===== config.mk =====
export PLATFORM = sky130hd
export DESIGN_NAME = rmsc_top
export DESIGN_NICKNAME = d
export VERILOG_FILES = /design/src/rtl/rmsc_pkg.sv /design/src/rtl/rmsc_buf_mem.sv /design/src/rtl/rmsc_top.sv
export VERILOG_INCLUDE_DIRS = /design/src /design/src/rtl
export SDC_FILE = /design/constraint.sdc
export NUM_CORES = 2
export LEC_CHECK = 0
export BUFFER_PORTS_ARGS = -buffer_cell sky130_fd_sc_hd__buf_4
export CAP_MARGIN = 5
export CORE_AREA = 2 2 305 307
export CTS_CLUSTER_DIAMETER = 200
export DETAILED_ROUTE_END_ITERATION = 12
export DIE_AREA = 0 0 307 309
export GPL_TIMING_DRIVEN = 0
export HOLD_SLACK_MARGIN = 0.02
export PLACE_DENSITY = 0.74
export SLEW_MARGIN = 20
export SYNTH_ARGS = -nofsm -noshare
export SYNTH_HDL_FRONTEND = slang
export SYNTH_SLANG_ARGS = --single-unit

===== constraint.sdc =====
create_clock -name mclk_in -period 5.9 [get_ports mclk_in]
set_input_delay 0.295 -clock mclk_in [delete_from_list [all_inputs] [get_ports mclk_in]]
set_output_delay 0.295 -clock mclk_in [all_outputs]
set_load 0.02 [all_outputs]

===== src/rtl/rmsc_defs.svh =====
`ifndef RMSC_DEFS_SVH
`define RMSC_DEFS_SVH

// register addresses
`define RMSC_MODE_ADDR      12'h800
`define RMSC_STROBE_ADDR    12'h801
`define RMSC_CHAN_ADDR      12'h811
`define RMSC_BASE2_ADDR     12'h812
`define RMSC_BASE3_ADDR     12'h813
`define RMSC_STEP_ADDR      12'h814
`define RMSC_BUF_BASE_HI    6'h24
`define RMSC_BUF_DEPTH      7'h40

// mode register write / read bits
`define RMSC_SOFT_RESET_BIT 7
`define RMSC_CRC_FLAG_BIT   5
`define RMSC_CHIP_ON_BIT    4
`define RMSC_XTAL_ON_BIT    3
`define RMSC_PLL_ON_BIT     2
`define RMSC_TX_STATE_BIT   1
`define RMSC_TRX_ON_BIT     0

// strobe upper nibbles
`define RMSC_CMD_SLEEP      4'h8
`define RMSC_CMD_IDLE       4'h9
`define RMSC_CMD_STANDBY    4'hA
`define RMSC_CMD_SYNTH      4'hB
`define RMSC_CMD_RX         4'hC
`define RMSC_CMD_TX         4'hD

// reset values and crc polynomial
`define RMSC_REG_RESET      8'h00
`define RMSC_CRC_INIT       16'hFFFF
`define RMSC_CRC_POLY       16'h1021

// lo frequency in half-MHz units: 2400 MHz
`define RMSC_LO_BASE_HALF   13'h12C0
// channel step lsb position inside 15-bit step
`define RMSC_STEP_SHIFT     7
// system clock divide from csck (32 or 64 MHz) to 8 MHz
`define RMSC_SYCK_DIV_LOW   4'h4
`define RMSC_SYCK_DIV_HIGH  4'h8

`endif


===== src/rtl/rmsc_pkg.sv =====
`default_nettype none
`include "rmsc_defs.svh"

package rmsc_pkg;

	typedef enum logic [2:0] {
		RMSC_SLEEP,
		RMSC_IDLE,
		RMSC_STANDBY,
		RMSC_SYNTH,
		RMSC_RX,
		RMSC_TX
	} rmsc_state_t;

	typedef enum logic [2:0] {
		TXP_IDLE,
		TXP_FETCH,
		TXP_LOAD,
		TXP_SEND,
		TXP_CRC_HI,
		TXP_CRC_LO,
		TXP_DONE
	} rmsc_txp_t;

	function automatic logic [15:0] rmsc_crc16(input logic [15:0] crc, input logic [7:0] data);
		logic [15:0] c;
		c = crc;
		for (int i = 7; i >= 0; i--) begin
			if (c[15] ^ data[i]) begin
				c = {c[14:0], 1'b0} ^ `RMSC_CRC_POLY;
			end else begin
				c = {c[14:0], 1'b0};
			end
		end
		return c;
	endfunction : rmsc_crc16

	function automatic logic rmsc_is_buf(input logic [11:0] addr);
		return addr[11:6] == `RMSC_BUF_BASE_HI;
	endfunction : rmsc_is_buf

endpackage : rmsc_pkg

`default_nettype wire


===== src/rtl/rmsc_buf_mem.sv =====
`default_nettype none
`include "rmsc_defs.svh"

module rmsc_buf_mem (
	input  wire logic       mclk_in,
	input  wire logic       rst_in,
	input  wire logic       wr_en_in,
	input  wire logic [5:0] wr_addr_in,
	input  wire logic [7:0] wr_data_in,
	input  wire logic [5:0] rd_addr_in,
	output logic      [7:0] rd_data_out
);

	logic [7:0] mem [0:63];

	always_ff @(posedge mclk_in) begin
		if (wr_en_in) begin
			mem[wr_addr_in] <= wr_data_in;
		end
	end

	always_ff @(posedge mclk_in or posedge rst_in) begin
		if (rst_in) begin
			rd_data_out <= `RMSC_REG_RESET;
		end else begin
			rd_data_out <= mem[rd_addr_in];
		end
	end

endmodule : rmsc_buf_mem

`default_nettype wire


===== src/rtl/rmsc_top.sv =====
`default_nettype none
`include "rmsc_defs.svh"

// Functional notes
// - fifo mode crc on: append two crc bytes
// - check received crc, set result flag
// - never receive and transmit together
// - lo frequency is 2400 plus half channel
// - reference tick every divider plus one
// - offset is channel times channel step
// - upper strobe nibble selects state
// - per-state oscillator, pll, rx, tx enables
// - exactly six operating states
// - fifo mode select enables packet mode
// - one tx strobe sends whole packet
// - finished transmit returns to standby
// - soft reset pulses radio reset, standby
// - two 64-byte buffers share one window
module rmsc_top
	import rmsc_pkg::*;
(
	input  wire logic        mclk_in,
	input  wire logic        rst_in,
	input  wire logic [11:0] addr_in,
	input  wire logic        wr_en_in,
	input  wire logic        rd_en_in,
	input  wire logic [7:0]  wdata_in,
	output logic      [7:0]  rdata_out,
	output logic             rdata_valid_out,
	input  wire logic        crc_enable_in,
	input  wire logic        fifo_mode_select_in,
	input  wire logic [3:0]  ref_divider_in,
	input  wire logic        bandwidth_select_in,
	output logic      [7:0]  tx_data_out,
	output logic             tx_valid_out,
	input  wire logic        tx_ready_in,
	input  wire logic [7:0]  rx_data_in,
	input  wire logic        rx_valid_in,
	input  wire logic        rx_end_in,
	output logic             regulator_en_out,
	output logic             xtal_en_out,
	output logic             vco_en_out,
	output logic             pll_en_out,
	output logic             rx_en_out,
	output logic             tx_en_out,
	output logic             radio_soft_reset_out,
	output logic      [7:0]  base_integer_part_out,
	output logic      [15:0] base_fraction_part_out,
	output logic      [22:0] lo_offset_out,
	output logic      [12:0] lo_frequency_out,
	output logic             cgr_tick_out,
	output logic      [3:0]  syck_div_out
);

	rmsc_state_t rf_state,        next_rf_state;
	rmsc_txp_t   tx_phase,        next_tx_phase;
	logic [7:0]  channel_number,  next_channel_number;
	logic [7:0]  synth_base_reg_two, next_synth_base_reg_two;
	logic [7:0]  synth_base_reg_three, next_synth_base_reg_three;
	logic [7:0]  channel_step_reg, next_channel_step_reg;
	logic [6:0]  tx_idx,          next_tx_idx;
	logic [6:0]  tx_len,          next_tx_len;
	logic [15:0] tx_crc,          next_tx_crc;
	logic [6:0]  rx_idx,          next_rx_idx;
	logic [15:0] rx_crc,          next_rx_crc;
	logic        crc_result_flag, next_crc_result_flag;
	logic [3:0]  ref_cnt,         next_ref_cnt;
	logic        rd_pend;
	logic [11:0] rd_addr_q;
	logic [7:0]  next_rdata_out;
	logic [7:0]  next_tx_data_out;
	logic        next_tx_valid_out;
	logic        next_xtal, next_vco, next_pll, next_rx, next_tx, next_soft_reset;
	logic [22:0] next_lo_offset;
	logic [12:0] next_lo_frequency;
	logic        next_cgr_tick;
	logic        soft_rst_wr, strobe_wr, buf_wr, rx_store;
	logic [7:0]  tx_rd_data, rx_rd_data, status_byte;
	logic [14:0] channel_step_value;

	assign soft_rst_wr = wr_en_in && addr_in == `RMSC_MODE_ADDR && wdata_in[`RMSC_SOFT_RESET_BIT];
	assign strobe_wr   = wr_en_in && addr_in == `RMSC_STROBE_ADDR;
	assign buf_wr      = wr_en_in && rmsc_is_buf(addr_in);
	assign rx_store    = rf_state == RMSC_RX && rx_valid_in && rx_idx < `RMSC_BUF_DEPTH;
	assign channel_step_value = {channel_step_reg, 7'h00};

	// tx buffer: bus writes, packet engine reads
	rmsc_buf_mem u_tx_buf (
		.mclk_in     (mclk_in),
		.rst_in      (rst_in),
		.wr_en_in    (buf_wr),
		.wr_addr_in  (addr_in[5:0]),
		.wr_data_in  (wdata_in),
		.rd_addr_in  (tx_idx[5:0]),
		.rd_data_out (tx_rd_data)
	);

	// rx buffer: receiver writes, bus reads
	rmsc_buf_mem u_rx_buf (
		.mclk_in     (mclk_in),
		.rst_in      (rst_in),
		.wr_en_in    (rx_store),
		.wr_addr_in  (rx_idx[5:0]),
		.wr_data_in  (rx_data_in),
		.rd_addr_in  (addr_in[5:0]),
		.rd_data_out (rx_rd_data)
	);

	always_comb begin
		status_byte = 8'h00;
		status_byte[`RMSC_CRC_FLAG_BIT] = crc_result_flag;
		status_byte[`RMSC_CHIP_ON_BIT]  = rf_state != RMSC_SLEEP;
		status_byte[`RMSC_XTAL_ON_BIT]  = xtal_en_out;
		status_byte[`RMSC_PLL_ON_BIT]   = pll_en_out;
		status_byte[`RMSC_TX_STATE_BIT] = tx_en_out;
		status_byte[`RMSC_TRX_ON_BIT]   = rx_en_out || tx_en_out;
	end

	always_comb begin
		next_rf_state             = rf_state;
		next_tx_phase             = tx_phase;
		next_channel_number       = channel_number;
		next_synth_base_reg_two   = synth_base_reg_two;
		next_synth_base_reg_three = synth_base_reg_three;
		next_channel_step_reg     = channel_step_reg;
		next_tx_idx               = tx_idx;
		next_tx_len               = tx_len;
		next_tx_crc               = tx_crc;
		next_rx_idx               = rx_idx;
		next_rx_crc               = rx_crc;
		next_crc_result_flag      = crc_result_flag;
		next_tx_data_out          = tx_data_out;
		next_tx_valid_out         = tx_valid_out;
		next_soft_reset           = soft_rst_wr;
		// synth and channel registers
		if (wr_en_in) begin
			unique case (addr_in)
				`RMSC_CHAN_ADDR:  next_channel_number       = wdata_in;
				`RMSC_BASE2_ADDR: next_synth_base_reg_two   = wdata_in;
				`RMSC_BASE3_ADDR: next_synth_base_reg_three = wdata_in;
				`RMSC_STEP_ADDR:  next_channel_step_reg     = wdata_in;
				default: ;
			endcase
		end
		if (buf_wr) begin
			next_tx_len = {1'b0, addr_in[5:0]} + 7'h01;
		end
		// receive path
		if (rf_state == RMSC_RX && rx_valid_in) begin
			next_rx_crc = rmsc_crc16(rx_crc, rx_data_in);
			if (rx_store) begin
				next_rx_idx = rx_idx + 7'h01;
			end
		end
		if (rf_state == RMSC_RX && rx_end_in && crc_enable_in) begin
			next_crc_result_flag = rx_crc == 16'h0000;
		end
		// packet transmit engine
		unique case (tx_phase)
			TXP_IDLE: ;
			TXP_FETCH: begin
				if (tx_idx == tx_len) begin
					next_tx_phase = crc_enable_in ? TXP_CRC_HI : TXP_DONE;
				end else begin
					next_tx_phase = TXP_LOAD;
				end
			end
			TXP_LOAD: begin
				next_tx_data_out  = tx_rd_data;
				next_tx_valid_out = 1'b1;
				next_tx_phase     = TXP_SEND;
			end
			TXP_SEND: begin
				if (tx_ready_in) begin
					next_tx_valid_out = 1'b0;
					next_tx_crc       = rmsc_crc16(tx_crc, tx_data_out);
					next_tx_idx       = tx_idx + 7'h01;
					next_tx_phase     = TXP_FETCH;
				end
			end
			TXP_CRC_HI: begin
				if (!tx_valid_out) begin
					next_tx_data_out  = tx_crc[15:8];
					next_tx_valid_out = 1'b1;
				end else if (tx_ready_in) begin
					next_tx_valid_out = 1'b0;
					next_tx_phase     = TXP_CRC_LO;
				end
			end
			TXP_CRC_LO: begin
				if (!tx_valid_out) begin
					next_tx_data_out  = tx_crc[7:0];
					next_tx_valid_out = 1'b1;
				end else if (tx_ready_in) begin
					next_tx_valid_out = 1'b0;
					next_tx_phase     = TXP_DONE;
				end
			end
			TXP_DONE: begin
				next_rf_state = RMSC_STANDBY;
				next_tx_phase = TXP_IDLE;
			end
			default: next_tx_phase = TXP_IDLE;
		endcase
		// strobe commands override the engine
		if (strobe_wr) begin
			unique case (wdata_in[7:4])
				`RMSC_CMD_SLEEP:   next_rf_state = RMSC_SLEEP;
				`RMSC_CMD_IDLE:    next_rf_state = RMSC_IDLE;
				`RMSC_CMD_STANDBY: next_rf_state = RMSC_STANDBY;
				`RMSC_CMD_SYNTH:   next_rf_state = RMSC_SYNTH;
				`RMSC_CMD_RX:      next_rf_state = RMSC_RX;
				`RMSC_CMD_TX:      next_rf_state = RMSC_TX;
				default:           next_rf_state = rf_state;
			endcase
			if (next_rf_state != rf_state || wdata_in[7:4] == `RMSC_CMD_TX
					|| wdata_in[7:4] == `RMSC_CMD_RX) begin
				next_tx_phase     = TXP_IDLE;
				next_tx_valid_out = 1'b0;
			end
			if (wdata_in[7:4] == `RMSC_CMD_TX && fifo_mode_select_in) begin
				next_tx_phase = TXP_FETCH;
				next_tx_idx   = 7'h00;
				next_tx_crc   = `RMSC_CRC_INIT;
			end
			if (wdata_in[7:4] == `RMSC_CMD_RX) begin
				next_rx_idx = 7'h00;
				next_rx_crc = `RMSC_CRC_INIT;
			end
		end
		if (soft_rst_wr) begin
			next_rf_state        = RMSC_STANDBY;
			next_tx_phase        = TXP_IDLE;
			next_tx_valid_out    = 1'b0;
			next_tx_len          = 7'h00;
			next_crc_result_flag = 1'b0;
		end
		// per-state enables
		next_xtal = next_rf_state inside {RMSC_STANDBY, RMSC_SYNTH, RMSC_RX, RMSC_TX};
		next_vco  = next_rf_state inside {RMSC_SYNTH, RMSC_RX, RMSC_TX};
		next_pll  = next_vco;
		next_rx   = next_rf_state == RMSC_RX;
		next_tx   = next_rf_state == RMSC_TX;
		// frequency plan
		next_lo_frequency = `RMSC_LO_BASE_HALF + {5'h00, channel_number};
		next_lo_offset    = {15'h0000, channel_number} * {8'h00, channel_step_value};
		// reference divider
		if (ref_cnt >= ref_divider_in) begin
			next_ref_cnt  = 4'h0;
			next_cgr_tick = 1'b1;
		end else begin
			next_ref_cnt  = ref_cnt + 4'h1;
			next_cgr_tick = 1'b0;
		end
		// register read mux
		next_rdata_out = rdata_out;
		if (rd_pend) begin
			if (rmsc_is_buf(rd_addr_q)) begin
				next_rdata_out = rx_rd_data;
			end else begin
				unique case (rd_addr_q)
					`RMSC_MODE_ADDR:  next_rdata_out = status_byte;
					`RMSC_CHAN_ADDR:  next_rdata_out = channel_number;
					`RMSC_BASE2_ADDR: next_rdata_out = synth_base_reg_two;
					`RMSC_BASE3_ADDR: next_rdata_out = synth_base_reg_three;
					`RMSC_STEP_ADDR:  next_rdata_out = channel_step_reg;
					default:          next_rdata_out = 8'h00;
				endcase
			end
		end
	end

	always_ff @(posedge mclk_in or posedge rst_in) begin
		if (rst_in) begin
			rf_state               <= RMSC_STANDBY;
			tx_phase               <= TXP_IDLE;
			channel_number         <= `RMSC_REG_RESET;
			synth_base_reg_two     <= `RMSC_REG_RESET;
			synth_base_reg_three   <= `RMSC_REG_RESET;
			channel_step_reg       <= `RMSC_REG_RESET;
			tx_idx                 <= 7'h00;
			tx_len                 <= 7'h00;
			tx_crc                 <= `RMSC_CRC_INIT;
			rx_idx                 <= 7'h00;
			rx_crc                 <= `RMSC_CRC_INIT;
			crc_result_flag        <= 1'b0;
			ref_cnt                <= 4'h0;
			rd_pend                <= 1'b0;
			rd_addr_q              <= 12'h000;
			rdata_out              <= 8'h00;
			rdata_valid_out        <= 1'b0;
			tx_data_out            <= 8'h00;
			tx_valid_out           <= 1'b0;
			regulator_en_out       <= 1'b1;
			xtal_en_out            <= 1'b1;
			vco_en_out             <= 1'b0;
			pll_en_out             <= 1'b0;
			rx_en_out              <= 1'b0;
			tx_en_out              <= 1'b0;
			radio_soft_reset_out   <= 1'b0;
			base_integer_part_out  <= 8'h00;
			base_fraction_part_out <= 16'h0000;
			lo_offset_out          <= 23'h000000;
			lo_frequency_out       <= `RMSC_LO_BASE_HALF;
			cgr_tick_out           <= 1'b0;
			syck_div_out           <= `RMSC_SYCK_DIV_LOW;
		end else begin
			rf_state               <= next_rf_state;
			tx_phase               <= next_tx_phase;
			channel_number         <= next_channel_number;
			synth_base_reg_two     <= next_synth_base_reg_two;
			synth_base_reg_three   <= next_synth_base_reg_three;
			channel_step_reg       <= next_channel_step_reg;
			tx_idx                 <= next_tx_idx;
			tx_len                 <= next_tx_len;
			tx_crc                 <= next_tx_crc;
			rx_idx                 <= next_rx_idx;
			rx_crc                 <= next_rx_crc;
			crc_result_flag        <= next_crc_result_flag;
			ref_cnt                <= next_ref_cnt;
			rd_pend                <= rd_en_in;
			rd_addr_q              <= addr_in;
			rdata_out              <= next_rdata_out;
			rdata_valid_out        <= rd_pend;
			tx_data_out            <= next_tx_data_out;
			tx_valid_out           <= next_tx_valid_out;
			regulator_en_out       <= 1'b1;
			xtal_en_out            <= next_xtal;
			vco_en_out             <= next_vco;
			pll_en_out             <= next_pll;
			rx_en_out              <= next_rx;
			tx_en_out              <= next_tx;
			radio_soft_reset_out   <= next_soft_reset;
			base_integer_part_out  <= synth_base_reg_two;
			base_fraction_part_out <= {8'h00, synth_base_reg_three};
			lo_offset_out          <= next_lo_offset;
			lo_frequency_out       <= next_lo_frequency;
			cgr_tick_out           <= next_cgr_tick;
			syck_div_out           <= bandwidth_select_in ? `RMSC_SYCK_DIV_HIGH : `RMSC_SYCK_DIV_LOW;
		end
	end
endmodule : rmsc_top

`default_nettype wire


Yosys cells after proc, flatten, opt, wreduce, memory -nomap -nowiden. Memory sizes are Yosys's and may differ from the RTL's. A register that Yosys moved wholly into a read port is not among the register bits. Index checks and enable logic that the tools add are counted.

Reduce and logical (&&, ||, !) cells: 26. Magnitude comparators: 2. Bitwise gates (word level): 32. Multipliers: 1. Add/sub/neg operators: 5. Muxes and demuxes: 92. Eq/ne operators: 34.

Operators by type and width (number): $mux W16 (28); $mux W13 (16); $eq A12 B12 Y1 const B (11); $mux W7 (10); $not A3 Y3 (16); $mux W3 (14); $pmux W8 S5 (1); $pmux W3 S6 (2); $eq A4 B4 Y1 const B (6); $mux W8 (3); $pmux W8 S3 (1); $eq A3 B3 Y1 const B (6); $logic_not A16 Y1 (1); $mul A8 B8 Y16 (1); $xor A1 B1 Y1 (16); $add A7 B1 Y7 const B (2); $add A13 B8 Y13 const A (1); $mux W1 (13); $eq A3 B2 Y1 const B (4); $eq A6 B6 Y1 const B (2); $logic_and A1 B1 Y1 (9); $reduce_bool A3 Y1 (3); $mux W4 (2); $reduce_and A2 Y1 (4); 16 further kinds (20).

Word-level logic and storage cells: 224. Input port bits: 42. RAM bits: 1024. Memories: 2. Register bits after elaboration: 182.

Memory list: u_rx_buf.mem (words 64, bits a word 8, read ports 1, clocked after memory_dff 1, write ports 1, line rmsc_buf_mem.sv:14) `logic [7:0] mem [0:63];`; u_tx_buf.mem (words 64, bits a word 8, read ports 1, clocked after memory_dff 1, write ports 1, line rmsc_buf_mem.sv:14).

Logic depth before layout (Yosys ltp).
Word-level depth: 34. Gate-level depth with buffers: 17.

By module. From an unflattened synthesis, not the netlist that was laid out.

Cell total of the unflattened synthesis: 2920. Area, all modules: 50988.9 µm².

Modules (own cells, without submodules): rmsc_buf_mem (seq. area each 15574.9 µm², area each 20362.0 µm², instances 2, cells each 964); rmsc_top (seq. area each 4450.5 µm², area each 10264.8 µm², instances 1, cells each 992).

Worst setup path after synthesis. Ideal clock, no wire load.

Path type: reg2reg. Start: register channel_number[5]. End: register lo_offset_out[22]. Setup slack: 1.689 ns. Cell stages (with the launch flop): 14. Period minus slack after synthesis: 4.211 ns. Data required time: 5.775 ns. Arrival: 4.086 ns. Cell sequence: dfrtp_1 -> and2_1 -> fa_1 -> inv_1 -> fa_1 -> fa_1 -> fa_1 -> inv_1 -> ha_1 -> o21ai_0 -> a21oi_1 -> o41ai_2 -> mux2i_1 -> a2111oi_0.

Cells in the longest elaborated chain, start to end: 1.

Ends and longest elaborated chain: from (decl) (line rmsc_top.sv:57) `logic [7:0] channel_number, next_channel_number;`; from (signal assigned) (line rmsc_top.sv:277) `` channel_number <= `RMSC_REG_RESET; ``; from (signal assigned) (line rmsc_top.sv:310) `channel_number <= next_channel_number;`; $mul A8 B8 Y16 (line rmsc_top.sv:246) `next_lo_offset = {15'h0000, channel_number} * {8'h00, channel_step_value};`; named net next_lo_offset[22] (line rmsc_top.sv:74) `logic [22:0] next_lo_offset;`; to (signal assigned) (line rmsc_top.sv:336) `lo_offset_out <= next_lo_offset;`; to (decl) (line rmsc_top.sv:49) `output logic [22:0] lo_offset_out,`.

The timed path passes the listed nets, and every way through them passes these cells. A chain may end at the register's enable or synchronous reset.

Final worst setup path.
Start: input addr_in[1]. End: register rx_crc[14].

Cells in the longest elaborated chain, start to end: 3.

Ends and longest elaborated chain: from (decl) (line rmsc_top.sv:24) `input wire logic [11:0] addr_in,`; $eq A12 B12 Y1 (no line); $logic_and A1 B1 Y1 (no line); $mux W16 (line rmsc_top.sv:206) `if (strobe_wr) begin`; named net next_rx_crc[14] (line rmsc_top.sv:65) `logic [15:0] rx_crc, next_rx_crc;`; to (signal assigned) (line rmsc_top.sv:285) `` rx_crc <= `RMSC_CRC_INIT; ``; to (signal assigned) (line rmsc_top.sv:318) `rx_crc <= next_rx_crc;`; to (decl) (line rmsc_top.sv:65).

The timed path passes the listed nets, and every way through them passes these cells.

==> impl_metrics.csv <==
group,metric,value,unit
clock_network,cts_root_buf,"clkbuf_16",
pwr,p_leak,20.0,nW
worst_setup_path,worstPathCellList,"dlygate4sd3_1 > buf_4 > buf_2 > buf_2 > clkinv_1 > clkbuf_1 > clkbuf_1 > ha_1 > or3b_2 > or4_4 > or3_1 > buf_2 > buf_6 > nand2_1",
worst_setup_path,rr_startpoint,"channel_number[2]",
worst_hold_path,hold_class,"input port to register",
clock_network,htreeDepth,3,
global_route,grt_usage,29.5,%
floorplanning,die_x,307,um
yosys,async_flop_share,15.8,%
final_layout,final_area,56600,um^2
worst_setup_path,rrSetupSlack,1.02,ns
timing,min_period_over_period,89.4,%
worst_setup_path,start_kind,"input port",
yosys,ys_seq_area_share,71.1,%
route,ant_nets,0,
timing,relSlewSlack,17.6,%
place,portBuffers,109,
yosys,yosys.area.top_type_share,61.4,%
timing,fin_skew,0.0280,ns
clock_network,cts_setup_buffers,0,
worst_setup_path,crit_path_end_kind,"register",
worst_setup_path,cp_common_cell,"buf_2",
timing,clock.fmax,190,MHz
clock_network,cts_buffers,118,
global_route,grt_max_degree,111,
worst_setup_path,crit_type,"input port to register",
final_layout,drive_above_1_share,19.1,%
worst_setup_path,path_max_fanout,11,
yosys,synth_enable_flop_cells,1024,
yosys,yosysWarningCount,0,
yosys,netlist_top_cells_area,"edfxtp_1 61%, dfrtp_1 7.7%, mux4_2 7.5%",
floorplanning,die_area,94900,um^2
yosys,synth_cells,3032,
timing,rsz0062_at_grt,"false",
job,maxCapViolations,0,
route,wl_per_cell,30.3,um
place,dpl.cell_count,4348,
route,drt-pass1-iter-count,12,
global_route,antenna_found_initial,6,
timing,worst_slack,0.625,ns
final_layout,fin_nets,3426,
global_route,overflow,0,
place,dp_slack,0.773,ns
worst_setup_path,worst_ep_arrival_time,5.94,ns
pwr,power_density,368,nW/um^2
worst_hold_path,hp-start,"rx_end_in",
yosys,synth.avg_cell_area,16.5,um^2
yosys,synth_ff_type,"edfxtp_1",
floorplanning,coreArea,91400,um^2
place,place_congestion,0.984,
timing,final_max_slew_viol_count,0,
worst_setup_path,cpPeakStageDelay,0.97,ns
yosys,synth_cell_types,73,
global_route,grt_pass1_wl,201000,um
floorplanning,initial_core_util,54.8,%
timing,hold_viol_final,0,
clock_network,cts_resized,0,
yosys,yosys.area.top_type,"edfxtp_1",
worst_hold_path,min_to,"crc_result_flag",
final_layout,stdcell_count,4595,
route,viasPerCell,6.52,
clock_network,clock_latency,0.73,ns
yosys,ys_ff_latch,1216,
floorplanning,num_rows,111,
worst_setup_path,required,6.56,ns
clock_network,clkSlewWorstSetupHoldPaths,0.06,ns
worst_setup_path,critPathSlowestCell,"clkbuf_1",
worst_hold_path,hold_depth,4,
route,via_count,30000,
yosys,syn_area,50100,um^2
worst_setup_path,rr_endpoint,"lo_offset_out[22]",
worst_setup_path,reg2reg_depth,13,
place,placed_cell_area,52500,um^2
timing,tightestPinTransition,1.24,ns
timing,setup-violations-final,0,
route,first_iter_violations,4550,
place,dp_hpwl,89200,um
clock_network,cts_tree,"built",
route,drc,0,
outcome,status,"complete, no violations",
floorplanning,die_y,309,um
floorplanning,ioPinCount,132,
pwr,peakVddDrop,0.284,mV
final_layout,syn2layout_area_growth,13.1,%
route,routed_wl,139000,um
clock_network,cts.sinks,1216,
timing,fin_crit,5.28,ns
final_layout,largestRegisters,"u_rx_buf.mem x512, u_tx_buf.mem x512",
global_route,grt_pass1_vias,29400,
clock_network,cts_max_path_buffers,3,
-- critical path: cells and delay by family --
kind	cells	cell delay, ns
adder cells (fa/ha/maj)	1	0.40
buffers and inverters	9	3.82
AND/OR/NAND/NOR	4	1.38
-- cell usage after synthesis (60+ instances only) --
library cell	n
mux4_2	166
o21ai_0	87
and2_1	60
a22oi_1	65
nand2_1	198
clkbuf_1	104
inv_1	69
edfxtp_1	1024
mux2_2	65
mux2i_1	91
dfrtp_1	155
nor2_1	222
a21oi_1	71
-- worst max-delay path by stage --
stage | from | end | cells past startpoint
detailed placement | addr_in[1] | rx_crc[10] | 13
global placement | rst_in | rd_addr_q[9] | 2
finish | addr_in[1] | rx_crc[14] | 14
CTS | addr_in[1] | rx_crc[10] | 14
floorplan | rst_in | base_fraction_part_out[0] | 1
global route | addr_in[1] | rx_crc[12] | 14
-- report_power, final --
part / leakage [nW] / switching (W) / total [W] / internal, W
Clock: 1.93 / 0.00327 / 0.00765 / 0.00438
Combinational: 6.40 / 0.00207 / 0.00347 / 0.00140
Sequential: 11.6 / 0.000156 / 0.00970 / 0.00954
Total: 20.0 / 0.00549 / 0.0208 / 0.0153
-- routing by layer --
layer / wire, um / track usage [%] / up-vias
li1: - / - / 12200
met4: 6080 / 12.1 / 10
met5: 67 / 0 / -
met1: 53100 / 40.3 / 15300
met2: 63400 / 45.1 / 2035
met3: 16700 / 8.19 / 443
-- logic make-up after synthesis --
family	count (synthesis)	share of synthesized area (%)
flops	1216	71.1
xor+xnor	85	1.49
fa+ha+maj	84	2.64
compound gates	425	5.85
buf+inv	264	2.36
other cells	2	0.0150
simple gates	634	5.81
mux	322	10.7
-- cell type report --
type / instances / area, um^2
flip-flops and latches: 1216 / 35600
fillers: 6488 / 34800
multi-input cells: 1572 / 13400
clock buffers: 145 / 3170
well taps: 1186 / 1480
repair buffers: 128 / 1030
plain buffers: 193 / 916
clock inverters: 77 / 763
inverters: 71 / 274
diodes: 7 / 17.5
-- stage by stage --
step           setup TNS, ns  hold slack, ns  utilization [%]  total power, W
2_1_floorplan              0           0.321                -          0.0121
3_3_place_gp         -216.13           0.362             57.4          0.0132
3_5_place_dp               0           0.388             57.4          0.0132
4_1_cts                    0          0.0384             61.9          0.0208
5_1_grt                    0          0.0907             61.9          0.0214
6_report                   0          0.0541             62.0          0.0208
-- what timing repair did --
| item | 4_1_cts | 5_1_grt |
|---|---|---|
| setup endpoints to repair | 0 | 0 |
| endpoints found under the hold margin | 90 | 0 |
| hold buffers | 18 | 0 |
-- placed cells by master (no fill, tap or decap), types with 27 or more instances in the layout --
master     instances
nand3_1           45
clkinv_1          27
nor2_1           221
mux2_2            65
a21oi_1           71
nand2_1          198
mux2i_1           91
inv_1             68
mux4_2           166
o21ai_0           87
ha_1              48
a221oi_1          45
dfstp_2           37
edfxtp_1        1024
a22oi_1           65
buf_2             47
clkbuf_1         120
clkbuf_16        120
fa_1              36
dfrtp_1          155
xor2_1            32
and2_1            60
xnor2_1           53
buf_4            140
Power figures use the tool's default switching activity.
